### config.mk
export PLATFORM = sky130hd
export DESIGN_NAME = tbc_thermal_charge_profile_regs
export DESIGN_NICKNAME = d
export VERILOG_FILES = /design/src/rtl/tbc_pkg.sv /design/src/rtl/tbc_thermal_charge_profile_regs.sv
export SDC_FILE = /design/constraint.sdc
export NUM_CORES = 1
export LEC_CHECK = 0
export ABC_CLOCK_PERIOD_IN_PS = 2800
export BUFFER_PORTS_ARGS = -buffer_cell sky130_fd_sc_hd__buf_2
export CAP_MARGIN = 20
export CELL_PAD_IN_SITES_DETAIL_PLACEMENT = 0
export CELL_PAD_IN_SITES_GLOBAL_PLACEMENT = 2
export CORE_MARGIN = 3
export CORE_UTILIZATION = 30
export CTS_CLUSTER_DIAMETER = 100
export DETAILED_ROUTE_END_ITERATION = 16
export PLACE_DENSITY = 0.95
export SETUP_SLACK_MARGIN = 0.15
export SYNTH_ARGS = -nofsm -noshare
export SYNTH_HDL_FRONTEND = slang
export SYNTH_SLANG_ARGS = --single-unit
export TNS_END_PERCENT = 1
### constraint.sdc
create_clock -name MCLK_I -period 2.8 [get_ports MCLK_I]
set_input_delay 0.14 -clock MCLK_I [delete_from_list [all_inputs] [get_ports MCLK_I]]
set_output_delay 0.14 -clock MCLK_I [all_outputs]
set_load 0.02 [all_outputs]
### src/rtl/tbc_pkg.sv
package tbc_pkg;
  // ----------------------------------------------------------------
  // Register map
  // ----------------------------------------------------------------
  localparam logic [7:0] TBC_CTRL_OFFSET = 8'h0C;
  localparam logic [7:0] TBC_CTRL_RESET = 8'h75;
  localparam int TBC_COOL_ISET_MSB = 7;
  localparam int TBC_COOL_ISET_LSB = 6;
  localparam int TBC_WARM_ISET_MSB = 5;
  localparam int TBC_WARM_ISET_LSB = 4;
  localparam int TBC_COOL_VT_MSB = 3;
  localparam int TBC_COOL_VT_LSB = 2;
  localparam int TBC_WARM_VT_MSB = 1;
  localparam int TBC_WARM_VT_LSB = 0;

  // ----------------------------------------------------------------
  // Current scale codes and their percentages
  // ----------------------------------------------------------------
  localparam logic [1:0] TBC_ISET_NONE = 2'h0;
  localparam logic [1:0] TBC_ISET_FULL = 2'h3;
  localparam logic [6:0] TBC_PCT_NONE = 7'h00;
  localparam logic [6:0] TBC_PCT_20 = 7'h14;
  localparam logic [6:0] TBC_PCT_50 = 7'h32;
  localparam logic [6:0] TBC_PCT_100 = 7'h64;

  // ----------------------------------------------------------------
  // Boundary ratios in hundredths of a percent
  // ----------------------------------------------------------------
  localparam logic [13:0] TBC_VT2_C0 = 14'h1BA3;
  localparam logic [13:0] TBC_VT2_C1 = 14'h1AA9;
  localparam logic [13:0] TBC_VT2_C2 = 14'h197D;
  localparam logic [13:0] TBC_VT2_C3 = 14'h1851;
  localparam logic [13:0] TBC_VT3_C0 = 14'h12D9;
  localparam logic [13:0] TBC_VT3_C1 = 14'h117B;
  localparam logic [13:0] TBC_VT3_C2 = 14'h0FEB;
  localparam logic [13:0] TBC_VT3_C3 = 14'h0EBF;

  typedef enum logic [1:0] {
    TBC_BAND_NORMAL,
    TBC_BAND_COOL,
    TBC_BAND_WARM
  } tbc_band_type;
endpackage

### src/rtl/tbc_thermal_charge_profile_regs.sv
`timescale 1ns/1ps
// Operation
// - 8-bit RW register at 0Ch, reset 75h
// - Bits 7:6 scale current in cool band
// - Bits 5:4 scale current in warm band
// - Full current code disables timer doubling
// - Bits 3:2 select cool boundary ratio
// - Bits 1:0 select warm boundary ratio
// - Register-reset bit restores defaults, self-clears
// - Watchdog expiry restores defaults, flags expiry
module tbc_thermal_charge_profile_regs
  import tbc_pkg::*;
(
  input wire logic MCLK_I,
  input wire logic SYS_RST_I,
  input wire logic [7:0] REG_ADDR_I,
  input wire logic REG_WR_I,
  input wire logic REG_RD_I,
  input wire logic [7:0] REG_WDATA_I,
  input wire logic REG_RESET_REQ_I,
  input wire logic WATCHDOG_EXPIRED_I,
  input wire logic BAND_EVAL_I,
  input wire logic COOL_BAND_I,
  input wire logic WARM_BAND_I,
  output logic [7:0] REG_RDATA_O,
  output logic REG_RESET_BUSY_O,
  output logic SAFETY_TIMER_RESTART_O,
  output logic WATCHDOG_FAULT_O,
  output logic [6:0] CHARGE_PCT_O,
  output logic CHARGE_STOP_O,
  output logic TIMER_DOUBLE_O,
  output logic [13:0] COOL_RATIO_O,
  output logic [13:0] WARM_RATIO_O
);

  // ----------------------------------------------------------------
  // Register and reset handling
  // ----------------------------------------------------------------
  logic [7:0] ctrl;
  logic [7:0] next_ctrl;
  logic busy;
  logic next_busy;
  logic restart;
  logic next_restart;
  logic hit;

  assign hit = (REG_ADDR_I == TBC_CTRL_OFFSET);

  always_comb begin
    next_ctrl = ctrl;
    next_busy = 1'b0;
    next_restart = 1'b0;
    if (REG_WR_I && hit) begin
      next_ctrl = REG_WDATA_I;
    end
    // Register reset takes one cycle and then reads back as done
    if (REG_RESET_REQ_I) begin
      next_ctrl = TBC_CTRL_RESET;
      next_busy = 1'b1;
      next_restart = 1'b1;
    end
    // Expiry outranks a same-cycle write
    if (WATCHDOG_EXPIRED_I) begin
      next_ctrl = TBC_CTRL_RESET;
    end
  end

  always_ff @(posedge MCLK_I) begin
    if (SYS_RST_I) begin
      ctrl <= TBC_CTRL_RESET;
      busy <= 1'b0;
      restart <= 1'b0;
    end else begin
      ctrl <= next_ctrl;
      busy <= next_busy;
      restart <= next_restart;
    end
  end

  // ----------------------------------------------------------------
  // Watchdog flag
  // ----------------------------------------------------------------
  logic wd_fault;
  logic next_wd_fault;

  always_comb begin
    next_wd_fault = wd_fault;
    // Host leaves default mode by rewriting the register
    if (REG_WR_I && hit) begin
      next_wd_fault = 1'b0;
    end
    // Set wins over a same-cycle clear so no expiry is lost
    if (WATCHDOG_EXPIRED_I) begin
      next_wd_fault = 1'b1;
    end
  end

  always_ff @(posedge MCLK_I) begin
    if (SYS_RST_I) begin
      wd_fault <= 1'b0;
    end else begin
      wd_fault <= next_wd_fault;
    end
  end

  // ----------------------------------------------------------------
  // Read data
  // ----------------------------------------------------------------
  logic [7:0] rdata;
  logic [7:0] next_rdata;

  always_comb begin
    next_rdata = rdata;
    if (REG_RD_I) begin
      // Unmapped addresses read as zero rather than stale data
      next_rdata = hit ? ctrl : 8'h00;
    end
  end

  always_ff @(posedge MCLK_I) begin
    if (SYS_RST_I) begin
      rdata <= 8'h00;
    end else begin
      rdata <= next_rdata;
    end
  end

  // ----------------------------------------------------------------
  // Band evaluation
  // ----------------------------------------------------------------
  tbc_band_type band;
  logic [1:0] iset;
  logic [6:0] pct;
  logic [6:0] next_pct;
  logic stop;
  logic next_stop;
  logic dbl;
  logic next_dbl;
  logic [13:0] cool_ratio;
  logic [13:0] next_cool_ratio;
  logic [13:0] warm_ratio;
  logic [13:0] next_warm_ratio;

  always_comb begin
    if (COOL_BAND_I) begin
      band = TBC_BAND_COOL;
    end else if (WARM_BAND_I) begin
      band = TBC_BAND_WARM;
    end else begin
      band = TBC_BAND_NORMAL;
    end
    unique case (band)
      TBC_BAND_COOL: iset = ctrl[TBC_COOL_ISET_MSB:TBC_COOL_ISET_LSB];
      TBC_BAND_WARM: iset = ctrl[TBC_WARM_ISET_MSB:TBC_WARM_ISET_LSB];
      default: iset = TBC_ISET_FULL;
    endcase
  end

  // Outputs follow live register contents at each evaluation strobe
  always_comb begin
    next_pct = pct;
    next_stop = stop;
    next_dbl = dbl;
    next_cool_ratio = cool_ratio;
    next_warm_ratio = warm_ratio;
    if (BAND_EVAL_I) begin
      unique case (iset)
        2'h0: next_pct = TBC_PCT_NONE;
        2'h1: next_pct = TBC_PCT_20;
        2'h2: next_pct = TBC_PCT_50;
        2'h3: next_pct = TBC_PCT_100;
      endcase
      next_stop = (iset == TBC_ISET_NONE);
      // Derated bands double the timer; normal band never does
      next_dbl = (band != TBC_BAND_NORMAL) && (iset != TBC_ISET_FULL);
      unique case (ctrl[TBC_COOL_VT_MSB:TBC_COOL_VT_LSB])
        2'h0: next_cool_ratio = TBC_VT2_C0;
        2'h1: next_cool_ratio = TBC_VT2_C1;
        2'h2: next_cool_ratio = TBC_VT2_C2;
        2'h3: next_cool_ratio = TBC_VT2_C3;
      endcase
      unique case (ctrl[TBC_WARM_VT_MSB:TBC_WARM_VT_LSB])
        2'h0: next_warm_ratio = TBC_VT3_C0;
        2'h1: next_warm_ratio = TBC_VT3_C1;
        2'h2: next_warm_ratio = TBC_VT3_C2;
        2'h3: next_warm_ratio = TBC_VT3_C3;
      endcase
    end
  end

  always_ff @(posedge MCLK_I) begin
    if (SYS_RST_I) begin
      pct <= TBC_PCT_100;
      stop <= 1'b0;
      dbl <= 1'b0;
      cool_ratio <= TBC_VT2_C1;
      warm_ratio <= TBC_VT3_C1;
    end else begin
      pct <= next_pct;
      stop <= next_stop;
      dbl <= next_dbl;
      cool_ratio <= next_cool_ratio;
      warm_ratio <= next_warm_ratio;
    end
  end

  assign REG_RDATA_O = rdata;
  assign REG_RESET_BUSY_O = busy;
  assign SAFETY_TIMER_RESTART_O = restart;
  assign WATCHDOG_FAULT_O = wd_fault;
  assign CHARGE_PCT_O = pct;
  assign CHARGE_STOP_O = stop;
  assign TIMER_DOUBLE_O = dbl;
  assign COOL_RATIO_O = cool_ratio;
  assign WARM_RATIO_O = warm_ratio;

endmodule // tbc_thermal_charge_profile_regs

After elaboration in Yosys (flattened, before gate mapping):

Cells that the tools add are included.

* register bits: 55
* bits of input ports: 25
* output and inout bits: 48
* word-level logic and storage cells: 40

* equality and inequality tests: 13
* muxes and demuxes: 10
* reductions and logical operators: 8

Operators by type and width (count)
* $pmux W14 S4: 2
* $pmux W7 S4: 1
* $eq A2 B2 Y1 const B: 7
* $eq A2 B1 Y1 const B: 4
* $eq A8 B4 Y1 const B: 1
* $mux W8: 1
* $logic_not A2 Y1: 3
* $mux W2: 2
* $pmux W2 S2: 1
* $reduce_bool A2 Y1: 2
* $mux W1: 3
* $reduce_or A3 Y1: 1
* $logic_and A1 B1 Y1: 2
* $ne A2 B2 Y1 const B: 1

Longest topological paths before layout:

* depth in word-level cells: 6
* gate-level depth with buffers: 7
* mapped depth without buffers: 7

Least setup slack after synthesis:

Ideal clock, no wire load.

* path type: register -> register
* start point: register ctrl[5]
* end point: register pct[5] (netlist: CHARGE_PCT_O[5])
* library setup time: 123 ps
* data arrival time: 1306 ps
* required time: 2677 ps
* path slack: 1371 ps
* cell stages (with the launch flop): 7
* path buffers: 0
* period minus slack after synthesis: 1429 ps
* cell sequence: dfxtp_1 > nand2b_1 > mux2_2 > ha_1 > nor2_1 > a21oi_1 > or2_2

* cells in the longest elaborated chain, start to end: 3
* elaborated cells between the ends (all ways): 6
* classes of those cells: 3 x eq/ne; 2 x mux; 1 x reduce/logical

Ends and longest elaborated chain
* from (decl): RTL line tbc_thermal_charge_profile_regs.sv:39 `logic [7:0] ctrl;`
* from (signal assigned): RTL line tbc_thermal_charge_profile_regs.sv:74 `ctrl <= next_ctrl;`
* $pmux W2 S2 *: RTL line tbc_thermal_charge_profile_regs.sv:152 `unique case (band)`
* $eq A2 B2 Y1, or another cell as far along: RTL line tbc_thermal_charge_profile_regs.sv:167 `unique case (iset)`
* $pmux W7 S4 *: RTL line tbc_thermal_charge_profile_regs.sv:167
* to (signal assigned): RTL line tbc_thermal_charge_profile_regs.sv:199 `pct <= next_pct;`
* to (decl): RTL line tbc_thermal_charge_profile_regs.sv:133 `logic [6:0] pct;`

Every way passes the cells marked *; elsewhere a longest branch is shown, timed or not. The select of a mux whose other input is x is not followed.
A chain may end at the register's enable or synchronous reset.

Final worst setup path:

* start point: register ctrl[4]
* end point: register pct[5] (netlist: CHARGE_PCT_O[5])

The elaborated chain is that of the path after synthesis.

==> metrics.cfg <==
[yosys]
synth_area_per_cell_um2=9.18
ys_ff_latch=40
synth-edff-count=0
synth_fa_ha_area_share_pct=9.78
synth_xor_area_share_pct=0
synth_cell_types=31
synth_cells=209
syn_area_mm2=0.00192
synth_compound_area_share_pct=13.2
yosys_warnings=0
synth_seq_area_share_pct=41.7
async_reset_ff_share_pct=0
synthSimpleGateAreaFrac_pct=19.2
synth_mux_area_share_pct=4.76
synthFlopType=dfxtp_1
synth_top_family_by_area=simple AND/OR/NAND/NOR gates

[critical_path]
cp.required_ns=2.98
crit_start=ctrl[4]
path_class=reg2reg
end_kind=flip-flop
r2r_start=ctrl[4]
reg2regPathDepth=7
r2r-end=CHARGE_PCT_O[5]
cp-start-kind=flip-flop
crit_fanout=3
cp_data_arrival_time_ns=1.74
r2r_setup_slack_ns=1.24

[sta]
maxSlewViolCount=0
period_share_pct=55.6
setup_tns_ns=0
rsz0062_at_grt=false
worst-slew-pin-transition_ns=0.663
fmax_mhz=642
setup_violations=0
layout_min_cycle_time_ns=1.56
max-slew-margin-rel_pct=55.8
hold_viol=0
skew_ns=0.00531

[routing]
dr_wl_met2_um=2040
drc=0
viasPerCell=4.56
drtIter0Drc=43
wl_per_cell_um=13.3
final_antenna_net_count=0
wl_met1_um=2090
wl_met3_um=276
dr.pass1.iters=4
top_layer=met4
vias=1532
wirelength_um=4450

[cells_and_area]
fin_area_mm2=0.00231
fillerInstances=655
synthToLayoutAreaGrowth_pct=20.6
antenna_cells=0
fin_nets=300
multi_input_area_um2=950
final_cell_mix=62 x buf_2, 40 x dfxtp_1, 20 x nor2_1
ff_latch_area_um2=801
drive_gt1_share_pct=29.5
layout_commonest_cell=buf_2

[worst_hold_path]
min-delay-start=REG_WDATA_I[6]
min_path_type=in2reg
hold_depth=2
hold_path_end=ctrl[6]

[power_and_ir_drop]
leakagePower_nw=1.04
peakVddDrop_mv=0.173
p_per_area_mw_per_mm2=503

[clock_network]
hold_buffers=0
clkSinkCount=40
cts_setup_buffers=0
cts-resized-gates=0
cts.path.max_buffers=2
htreeDepth=2
path_clk_slew_ns=0.08
cts_tree=yes
clock_latency_ns=0.29
cts_buffers=5
root_buffer=clkbuf_8

[grt]
grt_overflow=0
grt_max_degree=38
grt_pass1_wl_um=7250
grt_pass1_vias=1501
grt.total_usage_pct=12.3
grt_antenna_before_repair=0

[place]
dpl-instance-area_mm2=0.00221
hpwl_um=3330
gp_congestion=0.784
io_buffers=62

[die]
die_h_um=86.0
die_x_um=86.0
num_io_pins=73
core_area_mm2=0.00606
rows=28
die_area_mm2=0.00739
start_util_pct=31.7

[status]
status=finished, final reports clean

[flow_run]
drv_cap=0

[synthesized netlist by cell type, types with 2 or more instances]
cell | count | share of area [%]
a211o_1 | 7 | 3.2
a211oi_1 | 3 | 1.2
a21oi_1 | 16 | 4.2
a31oi_1 | 3 | 0.98
buf_1 | 2 | 0.39
buf_2 | 4 | 1.0
buf_4 | 17 | 6.6
clkbuf_1 | 5 | 0.98
conb_1 | 2 | 0.39
dfxtp_1 | 40 | 42
ha_1 | 15 | 9.8
inv_1 | 10 | 2.0
mux2i_1 | 8 | 4.2
nand2_1 | 4 | 0.78
nand2b_1 | 16 | 5.2
nand4_1 | 11 | 3.6
nor2_1 | 20 | 3.9
nor2b_1 | 5 | 1.6
o21ai_0 | 4 | 1.0
o22ai_1 | 2 | 0.65
o31ai_1 | 4 | 1.6
or2_2 | 2 | 0.65
[worst max-delay path by stage]
stage | endpoint | depth (start not counted)
2_1_floorplan | CHARGE_PCT_O[5] | 6
3_3_place_gp | ctrl[4] | 4
3_5_place_dp | ctrl[5] | 4
4_1_cts | CHARGE_PCT_O[5] | 7
5_1_grt | CHARGE_PCT_O[5] | 7
6_report | CHARGE_PCT_O[5] | 7
[report_power, final]
part / switching (mW) / leakage (nW) / internal, mW / total (mW)
clock network: 0.200 / 0.0552 / 0.265 / 0.465
registers: 0.00552 / 0.325 / 0.579 / 0.584
logic: 0.0756 / 0.656 / 0.0402 / 0.116
[final cells by class]
| type | count | share of cell area (%) |
|---|---|---|
| well taps | 75 | 4.05 |
| repair buffers | 64 | 14.1 |
| clock buffers | 6 | 3.14 |
| clock inverters | 2 | 1.51 |
| multi-input cells | 139 | 41.0 |
| flip-flops and latches | 40 | 34.6 |
| inverters | 10 | 1.62 |
[registers in the layout, summed over array words and instances, names as in the netlist]
| register | flops |
|---|---|
| CHARGE_PCT_O | 5 |
| TIMER_DOUBLE_O | 1 |
| CHARGE_STOP_O | 1 |
| ctrl | 8 |
| REG_RDATA_O | 8 |
| SAFETY_TIMER_RESTART_O | 1 |
| WARM_RATIO_O | 8 |
| COOL_RATIO_O | 7 |
| WATCHDOG_FAULT_O | 1 |
[layer usage]
layer | vias to the layer above | global-route usage, %
met5 | - | 0
met1 | 691 | 15.7
li1 | 787 | -
met2 | 48 | 20.0
met4 | 0 | 3.45
met3 | 6 | 3.46
[critical path, cell delays in order, from the launching register on]
cell	delay [ns]
dfxtp_1	0.37
nor3b_1	0.07
a21oi_1	0.23
inv_1	0.10
ha_1	0.23
nor2_1	0.11
a21oi_1	0.07
or2_2	0.29
[per-stage QoR]
step	hold slack (ns)	cells	util [%]	power (mW)	setup slack (ns)
6_report	0.0568	336	38.2	1.16	1.24
5_1_grt	0.0510	336	38.2	1.23	1.12
4_1_cts	0.0497	336	38.2	1.18	1.22
3_5_place_dp	0.356	328	36.4	0.714	1.21
3_3_place_gp	0.365	328	36.4	0.713	1.31
2_1_floorplan	0.212	217	-	0.685	1.37
[kinds of logic after synthesis]
kind of cell / Yosys count
buf+inv: 38
flops: 40
mux: 9
simple gates: 65
compound gates: 40
fa+ha+maj: 15
other cells: 2
No activity file was read; power rests on OpenSTA's default activity.
